<file path="src/hw/spimc_map.vh">
// register offsets, field positions, reset values and the bits-per-byte count of the serial engine
// assumes: included by the engine files; APB byte addresses, one register per word
`ifndef SPIMC_MAP_VH
`define SPIMC_MAP_VH
`define SPIMC_OFF_CTRL1      8'h00
`define SPIMC_OFF_CTRL2      8'h04
`define SPIMC_OFF_IRQEN      8'h08
`define SPIMC_OFF_FLAGS      8'h0C
`define SPIMC_OFF_DATA       8'h10
`define SPIMC_OFF_PINCFG     8'h14
// control_first fields
`define SPIMC_C1_ENABLE      0
`define SPIMC_C1_PRESC_LO    1
`define SPIMC_C1_CLK2X       4
`define SPIMC_C1_HOST        5
`define SPIMC_C1_ORDER       6
// control_second fields
`define SPIMC_C2_MODE_LO     0
`define SPIMC_C2_SELDIS      2
`define SPIMC_C2_RXWAIT      6
`define SPIMC_C2_BUFON       7
// irq_enable_register fields
`define SPIMC_IE_DONE        0
`define SPIMC_IE_TXC         6
// flag_register fields
`define SPIMC_FL_TXE         5
`define SPIMC_FL_COLL_TXC    6
`define SPIMC_FL_DONE        7
// pin direction fields
`define SPIMC_PC_MOSI_OE     0
`define SPIMC_PC_MISO_OE     1
`define SPIMC_PC_SCK_OE      2
`define SPIMC_PC_SEL_OE      3
`define SPIMC_RESET_BYTE     8'h00
`define SPIMC_BITS_PER_BYTE  4'h8
`endif

</file>
<file path="src/hw/spimc_sync.v">
// two-flop synchroniser for the serial pins
// assumes: inputs are asynchronous to clk
`timescale 1ns/10ps
module spimc_sync (
    clk,
    resetn,
    din,
    dout
);
    parameter       INIT = 1'b1;
    input  wire     clk;
    input  wire     resetn;
    input  wire     din;
    output wire     dout;

    reg             meta_r;
    reg             sync_r;

    always @(posedge clk or negedge resetn) begin
        if (!resetn) begin
            meta_r <= INIT;
            sync_r <= INIT;
        end else begin
            meta_r <= din;
            sync_r <= meta_r;
        end
    end

    assign dout = sync_r;
endmodule // spimc_sync

</file>
<file path="src/hw/spimc_core.v">
// serial peripheral engine: master or slave byte transfers with APB registers
// assumes: pins are asynchronous and pass two flops; APB on clk; one clock domain
//
// The register offsets and the APB interface to the registers are this design's own decisions.
`timescale 1ns/10ps
`include "spimc_map.vh"
module spimc_core (
    clk,
    resetn,
    psel,
    penable,
    pwrite,
    paddr,
    pwdata,
    prdata,
    pready,
    pslverr,
    sck_i,
    sck_o,
    sck_oe,
    mosi_i,
    mosi_o,
    mosi_oe,
    miso_i,
    miso_o,
    miso_oe,
    sel_n_i,
    sel_n_o,
    sel_n_oe,
    irq
);
    input  wire        clk;
    input  wire        resetn;
    input  wire        psel;
    input  wire        penable;
    input  wire        pwrite;
    input  wire [7:0]  paddr;
    input  wire [31:0] pwdata;
    output reg  [31:0] prdata;
    output wire        pready;
    output wire        pslverr;
    input  wire        sck_i;
    output reg         sck_o;
    output wire        sck_oe;
    input  wire        mosi_i;
    output reg         mosi_o;
    output wire        mosi_oe;
    input  wire        miso_i;
    output reg         miso_o;
    output wire        miso_oe;
    input  wire        sel_n_i;
    output wire        sel_n_o;
    output wire        sel_n_oe;
    output wire        irq;

    // ************************************************************
    // register bus
    // ************************************************************
    reg  [7:0] ctrl1_r;
    reg  [7:0] ctrl2_r;
    reg  [7:0] irqen_r;
    reg  [3:0] pincfg_r;
    reg        done_r;
    reg        coll_r;
    reg        txc_r;
    reg        txe_r;

    wire wr_en = psel & penable & pwrite;
    wire rd_en = psel & penable & ~pwrite;
    wire hit_data = (paddr == `SPIMC_OFF_DATA);
    wire data_wr = wr_en & hit_data;
    wire data_rd = rd_en & hit_data;
    wire flags_rd = rd_en & (paddr == `SPIMC_OFF_FLAGS);

    function addr_known;
        input [7:0] a;
        begin
            addr_known = (a == `SPIMC_OFF_CTRL1) | (a == `SPIMC_OFF_CTRL2) |
                         (a == `SPIMC_OFF_IRQEN) | (a == `SPIMC_OFF_FLAGS) |
                         (a == `SPIMC_OFF_DATA)  | (a == `SPIMC_OFF_PINCFG);
        end
    endfunction

    assign pready  = 1'b1;
    assign pslverr = psel & penable & ~addr_known(paddr);

    wire       enable  = ctrl1_r[`SPIMC_C1_ENABLE];
    wire       host    = ctrl1_r[`SPIMC_C1_HOST];
    wire       lsb_1st = ctrl1_r[`SPIMC_C1_ORDER];
    wire [1:0] presc   = ctrl1_r[`SPIMC_C1_PRESC_LO+1:`SPIMC_C1_PRESC_LO];
    wire       clk2x   = ctrl1_r[`SPIMC_C1_CLK2X];
    wire       cpha    = ctrl2_r[`SPIMC_C2_MODE_LO];
    wire       cpol    = ctrl2_r[`SPIMC_C2_MODE_LO+1];
    wire       seldis  = ctrl2_r[`SPIMC_C2_SELDIS];
    wire       bufon   = ctrl2_r[`SPIMC_C2_BUFON];

    // ************************************************************
    // pin synchronisers
    // ************************************************************
    wire sck_s;
    wire mosi_s;
    wire miso_s;
    wire sel_s;
    spimc_sync #(.INIT(1'b0)) u_sck  (.clk(clk), .resetn(resetn), .din(sck_i),   .dout(sck_s));
    spimc_sync #(.INIT(1'b0)) u_mosi (.clk(clk), .resetn(resetn), .din(mosi_i),  .dout(mosi_s));
    spimc_sync #(.INIT(1'b0)) u_miso (.clk(clk), .resetn(resetn), .din(miso_i),  .dout(miso_s));
    spimc_sync #(.INIT(1'b1)) u_sel  (.clk(clk), .resetn(resetn), .din(sel_n_i), .dout(sel_s));

    // ************************************************************
    // shift engine state
    // ************************************************************
    reg  [7:0] shift_r;
    reg  [7:0] txbuf_r;
    reg        txfull_r;
    reg  [3:0] bitcnt_r;
    reg        busy_r;
    reg        phase_r;
    reg  [6:0] div_r;
    reg  [7:0] rx0_r;
    reg  [7:0] rx1_r;
    reg  [1:0] rxcnt_r;
    reg        sck_d_r;
    reg        in_bit_r;

    // contention only when select is an input and not disabled; output select keeps mastership
    wire contend = enable & host & ~seldis & ~pincfg_r[`SPIMC_PC_SEL_OE] & ~sel_s;
    wire slave_act = enable & ~host & ~sel_s;

    // half period in clk cycles from prescaler and doubling
    reg  [6:0] half_lim;
    always @* begin
        case (presc)
            2'b00:   half_lim = 7'h02;
            2'b01:   half_lim = 7'h08;
            2'b10:   half_lim = 7'h20;
            default: half_lim = 7'h40;
        endcase
        if (clk2x) begin
            half_lim = {1'b0, half_lim[6:1]};
        end
    end
    wire tick = (div_r == half_lim - 7'h01);

    // slave clock edges seen on the synchronised pin
    wire s_rise = sck_s & ~sck_d_r;
    wire s_fall = ~sck_s & sck_d_r;
    wire s_lead = cpol ? s_fall : s_rise;
    wire s_trail = cpol ? s_rise : s_fall;
    // sample on leading edge for phase 0, trailing for phase 1; shift on the other
    wire s_sample = slave_act & (cpha ? s_trail : s_lead);
    wire s_shift  = slave_act & (cpha ? s_lead : s_trail);
    wire cur_bit_out = lsb_1st ? shift_r[0] : shift_r[7];

    function [7:0] shift_in;
        input [7:0] v;
        input       b;
        input       lsb;
        begin
            shift_in = lsb ? {b, v[7:1]} : {v[6:0], b};
        end
    endfunction

    wire m_start = enable & host & ~busy_r & ~contend &
                   ((data_wr & ~bufon) | (bufon & txfull_r));
    wire m_tick  = busy_r & host & tick;
    // a master bit period: first half samples, second half shifts (phase 0)
    wire m_sample = m_tick & (phase_r == cpha);
    wire m_shift  = m_tick & (phase_r != cpha);
    wire m_last   = m_tick & phase_r & (bitcnt_r == `SPIMC_BITS_PER_BYTE - 4'h1);
    wire s_last   = s_sample & (bitcnt_r == `SPIMC_BITS_PER_BYTE - 4'h1);
    wire byte_end = m_last | s_last;
    wire sbusy    = slave_act & (bitcnt_r != 4'h0);
    wire busy_any = busy_r | sbusy;
    wire rx_full2 = (rxcnt_r == 2'd2);

    // ************************************************************
    // shifting, clocking and buffering
    // ************************************************************
    always @(posedge clk or negedge resetn) begin
        if (!resetn) begin
            shift_r  <= `SPIMC_RESET_BYTE;
            txbuf_r  <= `SPIMC_RESET_BYTE;
            txfull_r <= 1'b0;
            bitcnt_r <= 4'h0;
            busy_r   <= 1'b0;
            phase_r  <= 1'b0;
            div_r    <= 7'h00;
            sck_o    <= 1'b0;
            mosi_o   <= 1'b0;
            miso_o   <= 1'b0;
            rx0_r    <= `SPIMC_RESET_BYTE;
            rx1_r    <= `SPIMC_RESET_BYTE;
            rxcnt_r  <= 2'd0;
            sck_d_r  <= 1'b0;
            in_bit_r <= 1'b0;
        end else begin
            sck_d_r <= sck_s;
            div_r   <= (busy_r & ~tick) ? div_r + 7'h01 : 7'h00;
            if (!busy_r) begin
                sck_o <= cpol;
            end
            // transmit buffer fills only while empty; later writes are lost
            if (data_wr && bufon && !txfull_r) begin
                txbuf_r  <= pwdata[7:0];
                txfull_r <= 1'b1;
            end
            if (m_start) begin
                busy_r   <= 1'b1;
                phase_r  <= 1'b0;
                bitcnt_r <= 4'h0;
                if (bufon) begin
                    shift_r  <= txbuf_r;
                    txfull_r <= 1'b0;
                    mosi_o   <= lsb_1st ? txbuf_r[0] : txbuf_r[7];
                end else begin
                    shift_r <= pwdata[7:0];
                    mosi_o  <= lsb_1st ? pwdata[0] : pwdata[7];
                end
            end else if (busy_r && (!host || contend)) begin
                busy_r   <= 1'b0;
                bitcnt_r <= 4'h0;
            end else if (m_tick) begin
                sck_o   <= ~sck_o;
                phase_r <= ~phase_r;
                if (m_sample) begin
                    in_bit_r <= miso_s;
                end
                if (m_shift || (m_tick && phase_r)) begin
                    if (phase_r) begin
                        shift_r  <= shift_in(shift_r, cpha ? miso_s : in_bit_r, lsb_1st);
                        bitcnt_r <= bitcnt_r + 4'h1;
                    end
                end
                if (m_tick && phase_r && !m_last) begin
                    mosi_o <= lsb_1st ? shift_r[1] : shift_r[6];
                end
                if (m_last) begin
                    busy_r   <= 1'b0;
                    bitcnt_r <= 4'h0;
                end
            end else if (!host) begin
                if (!enable || sel_s) begin
                    bitcnt_r <= 4'h0;
                    miso_o   <= cur_bit_out;
                    if (bufon && txfull_r) begin
                        shift_r  <= txbuf_r;
                        txfull_r <= 1'b0;
                    end
                end else begin
                    if (s_sample) begin
                        shift_r  <= shift_in(shift_r, mosi_s, lsb_1st);
                        bitcnt_r <= s_last ? 4'h0 : bitcnt_r + 4'h1;
                        if (s_last && bufon && txfull_r) begin
                            shift_r  <= txbuf_r;
                            txfull_r <= 1'b0;
                        end
                    end
                    // miso moves on the shift edge only, byte boundary included,
                    // so the far master never sees it change while it samples
                    if (s_shift) begin
                        miso_o <= cur_bit_out;
                    end
                end
            end
            // data write in unbuffered role: master busy corrupts shifter, slave keeps it
            if (data_wr && !bufon && !m_start) begin
                if (host && busy_r) begin
                    shift_r <= pwdata[7:0];
                end else if (!host && !sbusy) begin
                    shift_r <= pwdata[7:0];
                end
            end
            // receive side
            if (byte_end) begin
                if (!bufon) begin
                    rx0_r <= m_last ? shift_in(shift_r, cpha ? miso_s : in_bit_r, lsb_1st)
                                    : shift_in(shift_r, mosi_s, lsb_1st);
                end else if (!rx_full2 || data_rd) begin
                    if (rxcnt_r == 2'd0 || (rxcnt_r == 2'd1 && data_rd)) begin
                        rx0_r <= m_last ? shift_in(shift_r, cpha ? miso_s : in_bit_r, lsb_1st)
                                        : shift_in(shift_r, mosi_s, lsb_1st);
                        rxcnt_r <= 2'd1;
                    end else begin
                        if (data_rd) begin
                            rx0_r <= rx1_r;
                        end
                        rx1_r <= m_last ? shift_in(shift_r, cpha ? miso_s : in_bit_r, lsb_1st)
                                        : shift_in(shift_r, mosi_s, lsb_1st);
                        rxcnt_r <= 2'd2;
                    end
                end
            end else if (data_rd && bufon && rxcnt_r != 2'd0) begin
                rx0_r   <= rx1_r;
                rxcnt_r <= rxcnt_r - 2'd1;
            end
        end
    end

    // ************************************************************
    // control registers and flags
    // ************************************************************
    always @(posedge clk or negedge resetn) begin
        if (!resetn) begin
            ctrl1_r  <= `SPIMC_RESET_BYTE;
            ctrl2_r  <= `SPIMC_RESET_BYTE;
            irqen_r  <= `SPIMC_RESET_BYTE;
            pincfg_r <= 4'h0;
            done_r   <= 1'b0;
            coll_r   <= 1'b0;
            txc_r    <= 1'b0;
            txe_r    <= 1'b1;
        end else begin
            if (wr_en && paddr == `SPIMC_OFF_CTRL1) begin
                ctrl1_r <= {1'b0, pwdata[6:4], 1'b0, pwdata[2:0]};
            end
            if (wr_en && paddr == `SPIMC_OFF_CTRL2) begin
                ctrl2_r <= {pwdata[7:6], 3'b000, pwdata[2:0]};
            end
            if (wr_en && paddr == `SPIMC_OFF_IRQEN) begin
                irqen_r <= pwdata[7:0];
            end
            if (wr_en && paddr == `SPIMC_OFF_PINCFG) begin
                pincfg_r <= pwdata[3:0];
            end
            // done and collision/txc flags clear by writing one (txe does not); a same-cycle hardware set wins
            if (wr_en && paddr == `SPIMC_OFF_FLAGS) begin
                if (pwdata[`SPIMC_FL_DONE]) done_r <= 1'b0;
                if (pwdata[`SPIMC_FL_COLL_TXC]) begin
                    coll_r <= 1'b0;
                    txc_r  <= 1'b0;
                end
            end
            if (contend) begin
                ctrl1_r[`SPIMC_C1_HOST] <= 1'b0;
                done_r <= 1'b1;
            end
            if (byte_end) begin
                done_r <= 1'b1;
            end
            if (data_wr && !bufon && busy_any && !m_start) begin
                coll_r <= 1'b1;
            end
            if (data_wr && bufon) begin
                txe_r <= 1'b0;
            end
            if (bufon && txfull_r && (m_start || byte_end || (!host && sel_s))) begin
                txe_r <= 1'b1;
            end
            if (bufon && byte_end && !txfull_r) begin
                txc_r <= 1'b1;
            end
        end
    end

    // ************************************************************
    // read mux and pins
    // ************************************************************
    always @* begin
        prdata = 32'h0000_0000;
        if (rd_en) begin
            case (paddr)
                `SPIMC_OFF_CTRL1:  prdata = {24'h00_0000, ctrl1_r};
                `SPIMC_OFF_CTRL2:  prdata = {24'h00_0000, ctrl2_r};
                `SPIMC_OFF_IRQEN:  prdata = {24'h00_0000, irqen_r};
                `SPIMC_OFF_FLAGS:  prdata = {24'h00_0000, done_r,
                                             bufon ? txc_r : coll_r, txe_r, 5'h00};
                `SPIMC_OFF_DATA:   prdata = {24'h00_0000, rx0_r};
                `SPIMC_OFF_PINCFG: prdata = {28'h000_0000, pincfg_r};
                default:           prdata = 32'h0000_0000;
            endcase
        end
    end

    wire irq_done = done_r & irqen_r[`SPIMC_IE_DONE];
    wire irq_txc  = bufon & txc_r & irqen_r[`SPIMC_IE_TXC];
    assign irq = irq_done | irq_txc;

    // slave role forces select, data in and clock to inputs
    wire master_pins = enable & host;
    assign sck_oe   = master_pins & pincfg_r[`SPIMC_PC_SCK_OE];
    assign mosi_oe  = master_pins & pincfg_r[`SPIMC_PC_MOSI_OE];
    assign sel_n_oe = master_pins & pincfg_r[`SPIMC_PC_SEL_OE];
    assign sel_n_o  = 1'b0;
    assign miso_oe  = enable & ~host & ~sel_s & pincfg_r[`SPIMC_PC_MISO_OE];
endmodule // spimc_core

</file>
<file path="config.mk">
export PLATFORM = sky130hd
export DESIGN_NAME = spimc_core
export DESIGN_NICKNAME = d
export VERILOG_FILES = /design/src/hw/spimc_sync.v /design/src/hw/spimc_core.v
export VERILOG_INCLUDE_DIRS = /design/src /design/src/hw
export SDC_FILE = /design/constraint.sdc
export NUM_CORES = 1
export LEC_CHECK = 0
export BUFFER_PORTS_ARGS = -buffer_cell sky130_fd_sc_hd__buf_2
export CAP_MARGIN = 10
export CORE_ASPECT_RATIO = 1.1
export CORE_MARGIN = 1
export CORE_UTILIZATION = 45
export CTS_CLUSTER_DIAMETER = 150
export DETAILED_ROUTE_END_ITERATION = 8
export GPL_TIMING_DRIVEN = 0
export PLACE_DENSITY = 0.66
export SKIP_CTS_REPAIR_TIMING = 1
export SLEW_MARGIN = 20
export SYNTH_ARGS = -nofsm -noshare
export SYNTH_HDL_FRONTEND = slang
export SYNTH_SLANG_ARGS = --single-unit
</file>
<file path="constraint.sdc">
create_clock -name clk -period 3.7 [get_ports clk]
set_input_delay 0.74 -clock clk [delete_from_list [all_inputs] [get_ports clk]]
set_output_delay 0.74 -clock clk [all_outputs]
set_load 0.01 [all_outputs]
</file>
==> results by stage <==
Routing:
- The detailed-route vias per instance is 5.88.
- The number of nets still failing antenna checks after routing is 0.
- The routed wirelength normalized by instance count is 19.0 um.
- After detailed routing, the number of remaining DRC violations is 0.
- The final route contains 4546 vias.
- The total wire length after detailed routing is 14700 um.
- The total iterations of the first detailed-routing run is 5.
- The initial DRC count is 336.

Die:
- The horizontal die dimension is 107 um.
- The core region is 0.0116 mm^2.
- The die outline area is 0.0126 mm^2.
- For this configuration, the core starts out at a cell density of 46.9%.
- The overall die height is 118 um.
- For this design the top-level I/O count stands at 92.
- The floorplan row count is 41.

Timing:
- The final-report hold violation count came to 0.
- The maximum frequency from static timing analysis is 0.281 GHz.
- In the final timing run, aggregate negative setup slack is 0 ns.
- Setup violations remaining at the end of the flow were counted as 0.
- The worst setup skew after layout is 0.00403 ns.
- At the pin with the least slew margin, the transition time is 0.970 ns.
- After layout, the worst path uses 96.1% of the clock period.
- The worst hold margin is 0.305 ns.
- The post-route minimum period is 3.56 ns.
- The max-slew violation count is 0.
- Setup repair after global routing left no endpoint under its margin.
- The worst max-slew margin expressed relative to the limit is 35.3%.

Min path:
- The type of the most critical hold path is input pin to async pin.

Power:
- The switching power is 0.516 mW.
- Summed over all cells, the static leakage comes to 2.80 nW.
- The largest vdd supply drop is 0.230 mV.
- Of the total power, combinational logic draws 7.5%.
- The part of the total power dissipated in sequential elements is 47.5%.
- The total power per unit cell area is 332 mW/mm^2.
- The internal power contribution is 1.57 mW.
- Per report_power, the clock group accounts for 45.0% of the total.
- The switching power as a share of total power is 24.7%.

Setup path:
- The required time of the critical path is 2.96 ns.
- For the worst setup path, the data arrival time is 2.82 ns.
- The critical path capture point type is a primary output.
- The setup check on the worst reg-to-reg path leaves a slack of 0.31 ns.
- Along the worst path, the maximum fanout reaches 7.
- The critical path class is input pin to primary output.
- STA classifies the critical path startpoint as an input pin.

Synthesis:
- The sequential cell area fraction in the yosys report is 40.4%.
- Synthesis produced 542 cells.
- The mean cell area of the mapped netlist is 10.1 um^2.
- For this run, the number of Yosys warnings is 0.
- The leading register cell type out of synthesis is sky130_fd_sc_hd__dfrtp_1.
- The number of synthesized flops with an enable pin is 0.
- The cell area that synthesis handed to floorplanning was 0.00546 mm^2.
- Of all flip-flops after synthesis, the portion carrying an async set or reset was 100%.
- Yosys mapped the design onto 75 distinct sky130hd cell types.
- In this run, synthesis produced a sequential element count of 88.

CTS:
- The later pin in the worst-skew pair is clocked with a latency of 0.34 ns.
- The TritonCTS sink count is 88.
- The clock tree from TritonCTS is done.
- Clock-pin slew was measured on the worst setup and hold paths at 0.06 ns.
- Buffers inserted during clock tree synthesis total 9.
- The maximum clock insertion buffer count is 2.
- CTS placed an instance of sky130_fd_sc_hd__clkbuf_16 at the clock tree root.
- The H-tree generated during clock tree synthesis spans 3 levels.

Global route:
- The total grt overflow is 0.
- The number of global-route vias before repair is 4263.
- The largest net degree at the start of global routing is 49.
- For this run, the total global-route usage over all layers was measured as 23.9%.
- The number of antenna violations at the first check in global routing is 0.
- The first global-routing pass estimated 23000 um of wire.

Final layout:
- The net total in the final layout is 674.
- Leaving out fill and tap cells, the most frequent cell in the layout is sky130_fd_sc_hd__dfrtp_1.
- The post-route netlist has 27.4% of its cells at a drive strength greater than 1.
- Relative to the synthesized area, the layout overhead comes to 15.1%.
- In the layout the commonest cells are 85 x sky130_fd_sc_hd__dfrtp_1, 48 x sky130_fd_sc_hd__mux2_2, 44 x sky130_fd_sc_hd__nand2_1.
- The total inserted antenna cells is 0.

Placement:
- The congestion estimate from routability-driven global placement came to 0.894.
- The count of buffers added on input and output ports is 40.
- Summed over all nets, the half-perimeter wirelength after detailed placement is 10800 um.

Status:
- The flow ran to the end, and the final reports show no timing, DRC or antenna violations.

Job:
- Across the run, the number of max-cap violations was 0.
[through the flow]
| step | setup WS [ns] | instance area, um^2 | instances | util, % | power [mW] |
|---|---|---|---|---|---|
| 6_report | 0.143 | 6280 | 773 | 54.0 | 2.09 |
| 4_1_cts | 0.154 | 6280 | 773 | 53.9 | 2.10 |
| 3_3_place_gp | 0.182 | 5940 | 756 | 51.0 | 1.16 |
| 3_5_place_dp | 0.160 | 5970 | 757 | 51.3 | 1.16 |
| 5_1_grt | 0.0519 | 6280 | 773 | 54.0 | 2.16 |
| 2_1_floorplan | 0.707 | 5550 | 566 | - | 1.10 |
[critical path: stages]
cell                        delay, ns
sky130_fd_sc_hd__buf_2           0.10
sky130_fd_sc_hd__or3_1           0.44
sky130_fd_sc_hd__a2111oi_0       0.75
sky130_fd_sc_hd__nand2_1         0.38
sky130_fd_sc_hd__a31oi_1         0.25
sky130_fd_sc_hd__buf_2           0.16
[layout make-up]
class	count	area, um^2
buffer	45	289
inverter	15	56.3
clock inverter	7	80.1
clock buffer	9	225
fill	1059	5360
sequential	88	2210
timing repair buffer	41	234
tap	150	188
multi-input combinational	418	3010
[power groups by stage]
stage	logic, mW	registers [mW]	clock network (mW)
finish	0.157	0.991	0.940
global route	0.175	0.992	0.990
CTS	0.156	0.991	0.949
detailed placement	0.155	1.01	0
global placement	0.148	1.01	0
floorplan	0.0930	1.00	0
[worst paths after layout]
check	startpoint	to	cells after the start
worst max-delay path	paddr[5]	prdata[1]	6
worst min-delay path	resetn	u_miso.meta_r$_DFF_PN0_	1
worst max register to register	ctrl1_r[2]$_DFFE_PN0P_	rx0_r[2]$_DFFE_PN0P_	10
worst min register to register	u_miso.meta_r$_DFF_PN0_	u_miso.dout$_DFF_PN0_	0
max in group asynchronous	resetn	shift_r[7]$_DFF_PN0_	2
min in group clk	u_miso.meta_r$_DFF_PN0_	u_miso.dout$_DFF_PN0_	0
[Yosys cell counts (all sizes together), types with 5 or more instances]
cell / instances / share of area, %
nor4: 9 / 1.4
nor2b: 6 / 0.69
nand2: 44 / 3.0
ha: 7 / 1.6
xor2: 6 / 1.1
a21oi: 30 / 2.8
o21ai: 35 / 3.4
nor3: 11 / 1.5
and3: 5 / 0.57
mux2: 60 / 13
a22oi: 12 / 1.6
a221oi: 7 / 1.1
a32oi: 6 / 0.96
a31oi: 5 / 0.57
buf: 36 / 4.7
nor2: 38 / 2.7
dfrtp: 85 / 39
xnor2: 7 / 1.3
a211oi: 9 / 1.2
mux2i: 18 / 3.3
inv: 15 / 1.0
nand2b: 6 / 0.69
nand3: 16 / 1.5
clkbuf: 9 / 0.62
[cell families (layout without fill, tap and decap cells)]
| kind of cell | Yosys count | count (layout) | synth area share, % |
|---|---|---|---|
| and+or+nand+nor | 156 | 156 | 15.2 |
| AOI/OAI and AO/OA | 137 | 137 | 17.4 |
| DFF | 88 | 88 | 40.4 |
| muxes | 79 | 79 | 16.6 |
| buffers and inverters | 60 | 117 | 6.32 |
| xor gates and xnor gates | 13 | 13 | 2.36 |
| adders and majority gates | 7 | 7 | 1.60 |
| other | 2 | 26 | 0.138 |
[layer usage]
layer | part of all wire, % | vias up | global-route usage [%]
met2 | 47 | 198 | 36.3
met1 | 44 | 2208 | 33.6
met3 | 6.1 | 25 | 4.82
li1 | - | 2115 | -
met5 | 0 | - | 0
met4 | 2.4 | 0 | 8.65
[flip-flops by register name (all words and copies together) (netlist names), 2 cells and up]
| register | cells |
|---|---|
| bitcnt_r | 4 |
| ctrl1_r | 6 |
| ctrl2_r | 5 |
| div_r | 7 |
| irqen_r | 8 |
| pincfg_r | 4 |
| rx0_r | 8 |
| rx1_r | 8 |
| rxcnt_r | 2 |
| shift_r | 8 |
| txbuf_r | 8 |
(Power assumes the default switching activity.)
